==> src/hdl/attr_policy_pkg.sv <==
// Constants and types shared by the storage attribute policy block
package attr_policy_pkg;

  // Access kinds presented by the load/store and fetch units
  typedef enum logic [1:0] {
    KIND_LOAD,
    KIND_STORE,
    KIND_FETCH,
    KIND_BARRIER
  } access_kind_t;

  // Bus state machine
  typedef enum logic [1:0] {
    ST_IDLE,
    ST_ISSUE,
    ST_RETRY
  } bus_state_t;

  // Storage attribute bits: write-through, inhibit, coherent, guarded
  localparam int ATTR_W = 4;
  localparam int ATTR_WT_BIT = 3;
  localparam int ATTR_CI_BIT = 2;
  localparam int ATTR_COH_BIT = 1;
  localparam int ATTR_GRD_BIT = 0;
  // Value forced when translation is off: write-back, cacheable, coherent, guarded
  localparam logic [ATTR_W-1:0] ATTR_REAL_MODE = 4'h3;

  // Cache block geometry: 32-byte block of eight 4-byte words
  localparam int WORD_IDX_LO = 2;
  localparam int WORD_IDX_HI = 4;
  localparam logic [3:0] BLOCK_WORDS = 4'h8;

  // APB register map
  localparam int PADDR_W = 12;
  localparam logic [PADDR_W-1:0] REG_CTRL = 12'h000;
  localparam logic [PADDR_W-1:0] REG_STATUS = 12'h004;
  localparam logic [PADDR_W-1:0] REG_ISSUE_CNT = 12'h008;
  localparam logic [PADDR_W-1:0] REG_DEFER_CNT = 12'h00C;

  // Control fields
  localparam int CTRL_CACHE_EN_BIT = 0;
  localparam int CTRL_SPEC_EN_BIT = 1;
  localparam logic [31:0] CTRL_RESET = 32'h0000_0003;
  localparam logic [1:0] CTRL_MASK = 2'h3;

  // Status fields
  localparam int STAT_BUSY_BIT = 0;
  localparam int STAT_RETRY_BIT = 1;
  localparam int STAT_GLOBAL_BIT = 2;
  localparam int STAT_INHIBIT_BIT = 3;

endpackage

==> src/hdl/memory_attribute_access_policy.sv <==
// Storage attribute access policy: cache use, bus issue and speculation gating
//
// Register access over APB and the register offsets were chosen for this implementation.
`timescale 1ns/1ps
`default_nettype none
module memory_attribute_access_policy #(
  parameter int CNT_W = 32
) (
  input wire logic clock,
  input wire logic rst_n,
  input wire logic psel,
  input wire logic penable,
  input wire logic pwrite,
  input wire logic [attr_policy_pkg::PADDR_W-1:0] paddr,
  input wire logic [31:0] pwdata,
  output logic [31:0] prdata,
  output logic pready,
  output logic pslverr,
  input wire logic req_valid,
  input wire logic [1:0] req_kind,
  input wire logic [31:0] req_addr,
  input wire logic [attr_policy_pkg::ATTR_W-1:0] req_attr,
  input wire logic req_xlate_en,
  input wire logic req_hit,
  input wire logic req_required,
  input wire logic req_err,
  input wire logic req_mchk,
  output logic req_ready,
  output logic resp_valid,
  output logic resp_defer,
  output logic resp_cache,
  output logic resp_allocate,
  output logic resp_inhibit,
  output logic resp_error,
  output logic resp_ref_set,
  output logic [3:0] resp_fetch_words,
  output logic bus_req,
  output logic [31:0] bus_addr,
  output logic bus_write,
  output logic bus_instr,
  output logic bus_global,
  output logic bus_burst,
  input wire logic bus_ack,
  input wire logic bus_artry
);
  attr_policy_pkg::bus_state_t state_q, state_d;
  logic [1:0] ctrl_q;
  logic retry_seen_q;
  logic [CNT_W-1:0] issue_cnt_q;
  logic [CNT_W-1:0] defer_cnt_q;
  logic accept, done;
  logic d_inhibit, d_guarded, d_global, d_defer, d_cache, d_go_bus, d_alloc;
  logic d_write, d_instr, d_ref, d_error;
  logic [3:0] d_fetch_words;
  logic h_defer, h_cache, h_alloc, h_inhibit, h_error, h_ref;
  logic [3:0] h_fetch_words;
  logic apb_setup, apb_commit;
  logic [31:0] rd_data;
  logic rd_ok;

  assign accept = req_valid & req_ready;
  assign done = (state_q == attr_policy_pkg::ST_ISSUE) & bus_ack & ~bus_artry;

  // Decode runs on the live request so decisions belong to that access
  attr_decode u_decode (
    .kind(req_kind),
    .addr(req_addr),
    .attr(req_attr),
    .xlate_en(req_xlate_en),
    .hit(req_hit),
    .required(req_required),
    .err(req_err),
    .mchk(req_mchk),
    .cache_en(ctrl_q[attr_policy_pkg::CTRL_CACHE_EN_BIT]),
    .spec_en(ctrl_q[attr_policy_pkg::CTRL_SPEC_EN_BIT]),
    .eff_inhibit(d_inhibit),
    .eff_guarded(d_guarded),
    .global_acc(d_global),
    .defer(d_defer),
    .use_cache(d_cache),
    .go_bus(d_go_bus),
    .allocate(d_alloc),
    .write(d_write),
    .instr(d_instr),
    .ref_set(d_ref),
    .error(d_error),
    .fetch_words(d_fetch_words)
  );

  // Bus sequencing: retry beats acknowledge so the access is reissued whole
  always_comb begin
    state_d = state_q;
    case (state_q)
      attr_policy_pkg::ST_IDLE: begin
        if (accept && d_go_bus) begin
          state_d = attr_policy_pkg::ST_ISSUE;
        end
      end
      attr_policy_pkg::ST_ISSUE: begin
        if (bus_artry) begin
          state_d = attr_policy_pkg::ST_RETRY;
        end else if (bus_ack) begin
          state_d = attr_policy_pkg::ST_IDLE;
        end
      end
      attr_policy_pkg::ST_RETRY: begin
        state_d = attr_policy_pkg::ST_ISSUE;
      end
      default: begin
        state_d = attr_policy_pkg::ST_IDLE;
      end
    endcase
  end

  always_ff @(posedge clock or negedge rst_n) begin
    if (!rst_n) begin
      state_q <= attr_policy_pkg::ST_IDLE;
    end else begin
      state_q <= state_d;
    end
  end

  // One outstanding bus access at a time keeps inhibited traffic in order
  always_ff @(posedge clock or negedge rst_n) begin
    if (!rst_n) begin
      req_ready <= 1'b1;
      bus_req <= 1'b0;
    end else begin
      req_ready <= (state_d == attr_policy_pkg::ST_IDLE);
      bus_req <= (state_d == attr_policy_pkg::ST_ISSUE);
    end
  end

  // Address-phase attributes latched once per access, never combined
  always_ff @(posedge clock or negedge rst_n) begin
    if (!rst_n) begin
      bus_addr <= 32'h0000_0000;
      bus_write <= 1'b0;
      bus_instr <= 1'b0;
      bus_global <= 1'b0;
      bus_burst <= 1'b0;
    end else if (accept && d_go_bus) begin
      bus_addr <= req_addr;
      bus_write <= d_write;
      bus_instr <= d_instr;
      bus_global <= d_global;
      bus_burst <= d_alloc;
    end
  end

  // Decision held while the bus access is outstanding
  always_ff @(posedge clock or negedge rst_n) begin
    if (!rst_n) begin
      h_defer <= 1'b0;
      h_cache <= 1'b0;
      h_alloc <= 1'b0;
      h_inhibit <= 1'b0;
      h_error <= 1'b0;
      h_ref <= 1'b0;
      h_fetch_words <= 4'h0;
    end else if (accept) begin
      h_defer <= d_defer;
      h_cache <= d_cache;
      h_alloc <= d_alloc;
      h_inhibit <= d_inhibit;
      h_error <= d_error;
      h_ref <= d_ref;
      h_fetch_words <= d_fetch_words;
    end
  end

  // Response: next cycle for local outcomes, after acknowledge for bus ones
  always_ff @(posedge clock or negedge rst_n) begin
    if (!rst_n) begin
      resp_valid <= 1'b0;
      resp_defer <= 1'b0;
      resp_cache <= 1'b0;
      resp_allocate <= 1'b0;
      resp_inhibit <= 1'b0;
      resp_error <= 1'b0;
      resp_ref_set <= 1'b0;
      resp_fetch_words <= 4'h0;
    end else begin
      resp_valid <= (accept & ~d_go_bus) | done;
      resp_defer <= accept ? d_defer : h_defer;
      resp_cache <= accept ? d_cache : h_cache;
      resp_allocate <= accept ? d_alloc : h_alloc;
      resp_inhibit <= accept ? d_inhibit : h_inhibit;
      resp_error <= accept ? d_error : h_error;
      resp_ref_set <= accept ? d_ref : h_ref;
      resp_fetch_words <= accept ? d_fetch_words : h_fetch_words;
    end
  end

  // Activity counters visible to software
  always_ff @(posedge clock or negedge rst_n) begin
    if (!rst_n) begin
      issue_cnt_q <= '0;
      defer_cnt_q <= '0;
    end else begin
      if (accept && d_go_bus) begin
        issue_cnt_q <= issue_cnt_q + 1'b1;
      end
      if (accept && d_defer) begin
        defer_cnt_q <= defer_cnt_q + 1'b1;
      end
    end
  end

  // APB: access phase takes two cycles so read data comes from a flop
  assign apb_setup = psel & penable & ~pready;
  assign apb_commit = psel & penable & pready;

  // Register read decode
  always_comb begin
    rd_data = 32'h0000_0000;
    rd_ok = 1'b1;
    if (paddr == attr_policy_pkg::REG_CTRL) begin
      rd_data[1:0] = ctrl_q;
    end else if (paddr == attr_policy_pkg::REG_STATUS) begin
      rd_data[attr_policy_pkg::STAT_BUSY_BIT] = (state_q != attr_policy_pkg::ST_IDLE);
      rd_data[attr_policy_pkg::STAT_RETRY_BIT] = retry_seen_q;
      rd_data[attr_policy_pkg::STAT_GLOBAL_BIT] = bus_global;
      rd_data[attr_policy_pkg::STAT_INHIBIT_BIT] = resp_inhibit;
    end else if (paddr == attr_policy_pkg::REG_ISSUE_CNT) begin
      rd_data = 32'(issue_cnt_q);
    end else if (paddr == attr_policy_pkg::REG_DEFER_CNT) begin
      rd_data = 32'(defer_cnt_q);
    end else begin
      rd_ok = 1'b0;
    end
  end

  always_ff @(posedge clock or negedge rst_n) begin
    if (!rst_n) begin
      pready <= 1'b0;
      prdata <= 32'h0000_0000;
      pslverr <= 1'b0;
    end else begin
      pready <= apb_setup;
      if (apb_setup) begin
        prdata <= pwrite ? 32'h0000_0000 : rd_data;
        pslverr <= ~rd_ok;
      end
    end
  end

  // Control register, written at the completing edge only
  always_ff @(posedge clock or negedge rst_n) begin
    if (!rst_n) begin
      ctrl_q <= attr_policy_pkg::CTRL_RESET[1:0];
    end else if (apb_commit && pwrite && (paddr == attr_policy_pkg::REG_CTRL)) begin
      ctrl_q <= pwdata[1:0] & attr_policy_pkg::CTRL_MASK;
    end
  end

  // Retry flag: a new retry in the clearing cycle wins over the clear
  always_ff @(posedge clock or negedge rst_n) begin
    if (!rst_n) begin
      retry_seen_q <= 1'b0;
    end else if (bus_req && bus_artry) begin
      retry_seen_q <= 1'b1;
    end else if (apb_commit && pwrite && (paddr == attr_policy_pkg::REG_STATUS) &&
                 pwdata[attr_policy_pkg::STAT_RETRY_BIT]) begin
      retry_seen_q <= 1'b0;
    end
  end
endmodule // memory_attribute_access_policy
`default_nettype wire

==> src/hdl/attr_decode.sv <==
// Combinational decode of storage attributes into cache and bus decisions
`timescale 1ns/1ps
`default_nettype none
module attr_decode (
  input wire logic [1:0] kind,
  input wire logic [31:0] addr,
  input wire logic [attr_policy_pkg::ATTR_W-1:0] attr,
  input wire logic xlate_en,
  input wire logic hit,
  input wire logic required,
  input wire logic err,
  input wire logic mchk,
  input wire logic cache_en,
  input wire logic spec_en,
  output logic eff_inhibit,
  output logic eff_guarded,
  output logic global_acc,
  output logic defer,
  output logic use_cache,
  output logic go_bus,
  output logic allocate,
  output logic write,
  output logic instr,
  output logic ref_set,
  output logic error,
  output logic [3:0] fetch_words
);
  logic [attr_policy_pkg::ATTR_W-1:0] eff;
  logic is_load, is_store, is_fetch, is_bar, wt, coh, spec, cached_hit;

  // Translation off forces the fixed attribute value
  assign eff = xlate_en ? attr : attr_policy_pkg::ATTR_REAL_MODE;
  assign is_load = (kind == attr_policy_pkg::KIND_LOAD);
  assign is_store = (kind == attr_policy_pkg::KIND_STORE);
  assign is_fetch = (kind == attr_policy_pkg::KIND_FETCH);
  assign is_bar = (kind == attr_policy_pkg::KIND_BARRIER);
  assign wt = eff[attr_policy_pkg::ATTR_WT_BIT];
  assign coh = eff[attr_policy_pkg::ATTR_COH_BIT];
  assign spec = ~required;
  assign write = is_store;
  assign instr = is_fetch;

  // Disabled cache behaves like inhibited memory; guard bit kept for all six combos
  assign eff_inhibit = eff[attr_policy_pkg::ATTR_CI_BIT] | ~cache_en;
  assign eff_guarded = eff[attr_policy_pkg::ATTR_GRD_BIT];
  // An inhibited location cannot be resident, so a reported hit is ignored
  assign cached_hit = hit & ~eff_inhibit;

  // Coherent data accesses are global; fetches and barriers never are
  assign global_acc = coh & ~is_fetch & ~is_bar;

  // Speculation gating: stores wait; guarded loads only on hit; no guarded fetch ahead
  always_comb begin
    defer = 1'b0;
    if (is_store) begin
      defer = spec;
    end else if (is_load) begin
      defer = spec & (~spec_en | (eff_guarded & ~cached_hit));
    end else if (is_fetch) begin
      defer = spec & (~spec_en | eff_guarded);
    end
  end

  // Barrier does nothing; hits served locally; write-through stores also go out
  assign use_cache = ~defer & ~is_bar & cached_hit;
  assign go_bus = ~defer & ~is_bar & (eff_inhibit | ~cached_hit | (is_store & wt));
  // Only cacheable misses fill a whole block; write-through store misses do not
  assign allocate = go_bus & ~eff_inhibit & ~cached_hit & ~(is_store & wt);

  // Only side effect of abandoned speculative load is the referenced flag
  assign ref_set = is_load & spec & xlate_en & ~defer;
  // Machine checks always reported; other errors only once required
  assign error = mchk | (err & required);
  // Prefetch stops at the end of the current block
  assign fetch_words = attr_policy_pkg::BLOCK_WORDS -
                       {1'b0, addr[attr_policy_pkg::WORD_IDX_HI:attr_policy_pkg::WORD_IDX_LO]};
endmodule // attr_decode
`default_nettype wire

==> config.mk <==
export PLATFORM = sky130hd
export DESIGN_NAME = memory_attribute_access_policy
export DESIGN_NICKNAME = d
export VERILOG_FILES = /design/src/hdl/attr_policy_pkg.sv /design/src/hdl/memory_attribute_access_policy.sv /design/src/hdl/attr_decode.sv
export SDC_FILE = /design/constraint.sdc
export NUM_CORES = 1
export LEC_CHECK = 0
export BUFFER_PORTS_ARGS = -buffer_cell sky130_fd_sc_hd__buf_2
export CAP_MARGIN = 20
export CORE_MARGIN = 2
export CORE_UTILIZATION = 30
export CTS_CLUSTER_SIZE = 40
export DETAILED_ROUTE_END_ITERATION = 12
export GPL_ROUTABILITY_DRIVEN = 0
export PLACE_DENSITY_LB_ADDON = 0.25
export SLEW_MARGIN = 20
export SYNTH_ARGS = -nofsm -noshare
export SYNTH_HDL_FRONTEND = slang
export SYNTH_SLANG_ARGS = --single-unit
==> constraint.sdc <==
create_clock -name clock -period 2.6 [get_ports clock]
set_clock_uncertainty 0.2 [all_clocks]
set_input_delay 0.39 -clock clock [delete_from_list [all_inputs] [get_ports clock]]
set_output_delay 0.39 -clock clock [all_outputs]
set_load 0.03 [all_outputs]
# After elaboration in Yosys (flattened, before gate mapping)
# Cells that the tools add are included.
# word_totals
register_bits,152
input_bits,95
output_inout_bits,83
word_cells,113
# op_classes
add_sub_neg,3
n_eq_ne,9
muxes,21
n_bitwise,44
n_reduce_logical,13
# ops
cell,count
$mux 32,3
$add 32x1->32 const B,2
$mux 30,1
$mux 28,1
$and 1x1->1,24
$eq 12x4->1 const B,2
$not 1->1,13
$eq 12x3->1 const B,1
$logic_not 12->1,1
$mux 1,9
$mux 2,4
$mux 4,2
$logic_and 1x1->1,7
$or 1x1->1,7
$eq 2x1->1 const B,3
$eq 2x2->1 const B,3
$logic_not 2->1,3
$pmux 2 s3,1
$reduce_bool 2->1,2
$sub 4x3->4 const A,1

# Depth between registers and ports, before layout
# logic_depth
word_depth,17
depth_mapped,8
depth_no_buf,6

# Modules after synthesis
# Synthesis repeated with hierarchy kept, for this count alone.
# hier_totals
cells_unflattened,584
hier_area_um2,6985.4
# modules_own_cells
mod,n_inst,cells_each,area_each_um2
memory_attribute_access_policy,1,551,6781.5
attr_decode,1,33,203.9

# Worst setup path before layout
# OpenSTA, ideal clock, no wires.
# synth_timing
path_kind,in2reg
from,input req_kind[0]
to,register defer_cnt_q[25]
setup_ns,0.123
arrival_ns,2.045
t_required_ns,2.277
setup_slack_ns,0.233
stages,6
n_path_buf,1
path_cell_list,or3_1 > a311o_1 > buf_6 > a2111oi_4 > nand4_1 > xnor2_1
# synth_via
elab_chain_cells,5
# synth_lines
element,line_no,text
start: declaration,memory_attribute_access_policy.sv:20,"input wire logic [1:0] req_kind,"
$eq 2x2->1,attr_decode.sv:35,assign is_fetch = (kind == attr_policy_pkg::KIND_FETCH);
$mux 1,attr_decode.sv:59,end else if (is_fetch) begin
$mux 1,attr_decode.sv:57,end else if (is_load) begin
$mux 1 *,attr_decode.sv:55,if (is_store) begin
$logic_and 1x1->1 *,memory_attribute_access_policy.sv:204,if (accept && d_defer) begin
end signal: assignment,memory_attribute_access_policy.sv:205,defer_cnt_q <= defer_cnt_q + 1'b1;
end: declaration,memory_attribute_access_policy.sv:50,logic [CNT_W-1:0] defer_cnt_q;
# Mark *: on every way between the ends. The rest lies on a longest branch, timed or not.
# A chain may end at the register's enable or synchronous reset.

# Worst setup path in the final report
# layout_timing
from,register defer_cnt_q[5]
to,register defer_cnt_q[27]
# layout_via
elab_chain_cells,1
# layout_lines
element,line_no
$add 32x1->32,memory_attribute_access_policy.sv:205
# Every way passes these cells.

==> flow_metrics.tcl <==
set metrics [dict create \
    status "complete, no violations" \
    crit_chain "nand4_1, or4_1, a2111oi_4, buf_4, nand4_1, xnor2_1" \
    post_synth_inst_count 664 \
    clk_latency_ns 0.42 \
    ys.warnings.count 0 \
    place_inst 1099 \
    synthArstFlopShare_pct 100.0 \
    p_sw_uw 2739 \
    drt-wirelength-per-cell_um 15.28 \
    num_rows 55 \
    post-cts-setup-buffer-count 0 \
    numClockSinks 152 \
    grt_first_pass_wirelength_um 29590 \
    r2r-start "defer_cnt_q[5]" \
    syn-num-nets 762 \
    initial_core_util_pct 30.30 \
    cap_violations 0 \
    ant_nets 0 \
    cpPeakStageDelay_ns 0.67 \
    portBuffers 147 \
    cts_root_buf "clkbuf_16" \
    grt_use_total_pct 15.64 \
    grt_max_degree 69 \
    seq_power_share_pct 39.8 \
    die_x_um 154.5 \
    critPathMaxFanout 9 \
    fin_setup_tns_ns 0 \
    hpwl_um 12550 \
    crit_buf_inv 1 \
    syn_area_sq_mm 0.006798 \
    crit_arrival_ns 2.51 \
    drc 0 \
    cts.clk_slew.worst_paths_ns 0.07 \
    rsz0062_at_grt "no" \
    pwr-share-comb_pct 26.9 \
    pin_count 178 \
    startpoint "defer_cnt_q[5]" \
    synth_edf_count 0 \
    final_common_cell "nand2_1" \
    slowest_stage "or4_1" \
    worst-slew-pin-transition_ns 0.5532 \
    antenna_cells 0 \
    place_area_sq_mm 0.008060 \
    irDropWorstVdd_uv 609.2 \
    synth_cell_types 50 \
    cts_resized 0 \
    critPathKind "reg -> reg" \
    die-area_sq_mm 0.02388 \
    vias 5451 \
    yosysSeqAreaShare_pct 56.01 \
    totalPowerFinal_uw 7621 \
    htreeDepth 4 \
    crit_path_end_kind "flop" \
    die_h_um 154.5 \
    clockPowerShare_pct 33.3 \
    cp_common_cell "nand4_1" \
    finalMaxSlewViolations 0 \
    first_pass_iters 4 \
    ys_ff_latch 152 \
    design_area_sq_mm 0.009006 \
    place_ws_ns 0.08820 \
    synth_ff_type "dfrtp_1" \
    nFillCells 2221 \
    cp-start-kind "flop" \
    via_per_inst 4.683 \
    fin_crit_ns 2.405 \
    setup_viol_count_final 0 \
    cp.required_ns 2.70 \
    cts_buffers 17 \
    synth.avg_cell_area_sq_um 10.24 \
    antenna_found_initial 0 \
    final_layout_size_suffix_gt1_share_pct 26.05 \
    initialDrtViolationCount 297 \
    layout_common_cells "173 x nand2_1, 149 x dfrtp_1, 146 x buf_2" \
    cts_buffer_depth 2 \
    area_growth_pct 32.49 \
    slew_headroom_pct 62.17 \
    worst_hold_path_type "in -> reg" \
    switching_share_pct 35.94 \
    clock.fmax_ghz 0.4159 \
    fin_nets 965 \
    globalRouteOverflowTotal 0 \
    power_density_mw_per_mm2 846.2 \
    grt_pass1_vias 5503 \
    p_leak_uw 0.004480 \
    cts_tree "done" \
    instances_no_fill 1164 \
    setup_slack_ns 0.1954 \
    final_hold_viol_count 0 \
    crit_family "simple AND/OR/NAND/NOR gates" \
    p_int_uw 4882 \
    cts_hold_buf 34 \
    coreArea_sq_mm 0.02243 \
    hold_path.startpoint "req_mchk" \
    post-route-period-util_pct 92.48 \
    wirelength_um 17780 \
]
-- power groups by stage --
stage | Sequential [uW] | Clock (uW) | Combinational, uW
after floorplan | 3740 | 0 | 580
after global placement | 3060 | 0 | 2010
after detailed placement | 3050 | 0 | 2030
after CTS | 3030 | 2620 | 2070
after global routing | 3100 | 2720 | 2240
final | 3030 | 2540 | 2050
-- cells by family after synthesis --
family,count (synthesis),share of synthesized area (%)
flip-flops,152,56.01
XOR/XNOR,63,8.117
AO/OA/AOI/OAI,70,6.921
buffers and inverters,39,2.356
AND/OR/NAND/NOR,301,20.45
multiplexers,36,5.595
adder cells (fa/ha/maj),3,0.5522
-- sequential cells by signal (all words and copies together) (netlist names), 2 cells and up --
signal	flops
bus_addr	32
defer_cnt_q	32
issue_cnt_q	32
prdata	32
resp_fetch_words	4
ctrl_q	2
state_q	2
-- metrics by stage --
| step | hold WS (ns) | util, % |
|---|---|---|
| 6_report | 0.02923 | 40.14 |
| 5_1_grt | 0.03171 | 40.14 |
| 4_1_cts | 0.01226 | 40.14 |
| 3_5_place_dp | 0.1302 | 35.93 |
| 3_3_place_gp | 0.1307 | 35.93 |
| 2_1_floorplan | -0.1056 | - |
-- cell type report --
| type | instances | area (sq um) | share of cell area, % |
|---|---|---|---|
| clock buffers | 17 | 425.4 | 4.724 |
| clock inverters | 14 | 180.2 | 2.001 |
| inverters | 11 | 41.29 | 0.4585 |
| multi-input cells | 473 | 2830 | 31.43 |
| flip-flops and latches | 152 | 3807 | 42.28 |
| well taps | 285 | 356.6 | 3.959 |
| repair buffers | 212 | 1365 | 15.16 |
-- worst register-to-register path, delay by kind of cell (launching register included) --
kind / cells / cell delay (ns)
buffers and inverters: 1 / 0.23
flip-flops: 1 / 0.40
AO/OA/AOI/OAI: 1 / 0.30
AND/OR/NAND/NOR: 3 / 1.01
XOR/XNOR: 1 / 0.15
-- routing by layer --
metal	GRT usage, %	vias to the layer above	wire (um)
met3	4.763	13	1053
li1	-	2680	-
met5	0	-	0
met1	21.03	2622	8297
met4	3.836	0	150
met2	24.79	136	8282
-- synthesized netlist by cell type (all sizes together) (2+ instances only) --
cell     number  area, sq um
and3         11        68.82
a22oi         2        15.01
nand2       173        649.4
mux2i        29        290.3
a21oi         6        30.03
dfstp         3        78.83
nor4         10        62.56
or4           2        15.01
dfrtp       149         3729
buf           9        47.54
or2           3        18.77
ha            3        37.54
nand2b        2        12.51
inv          11        41.29
xnor2        40        350.3
nor2         15        56.30
clkbuf       19        71.32
xor2         23        201.4
mux2          6        67.56
and4          4        35.03
o21ai        42        210.2
o31ai         2        15.01
a2111oi       4        78.82
nor3         15        75.07
nor2b         4        25.02
nand4        22        143.9
a22o          2        17.52
a21o          3        22.52
and2          6        37.54
or3           2        12.51
nand3        28        140.1
-- final timing paths --
| kind | cells past startpoint | to | slack, ns |
|---|---|---|---|
| worst max register to register | 6 | defer_cnt_q[27] | 0.20 |
| min in group asynchronous | 2 | bus_addr[10] | 0.23 |
| worst max-delay path | 6 | defer_cnt_q[27] | 0.20 |
| max in group asynchronous | 3 | prdata[18] | 1.18 |
| worst min-delay path | 3 | resp_error | 0.03 |
| worst min register to register | 2 | bus_addr[0] | 0.27 |
Power figures use the tool's default switching activity.
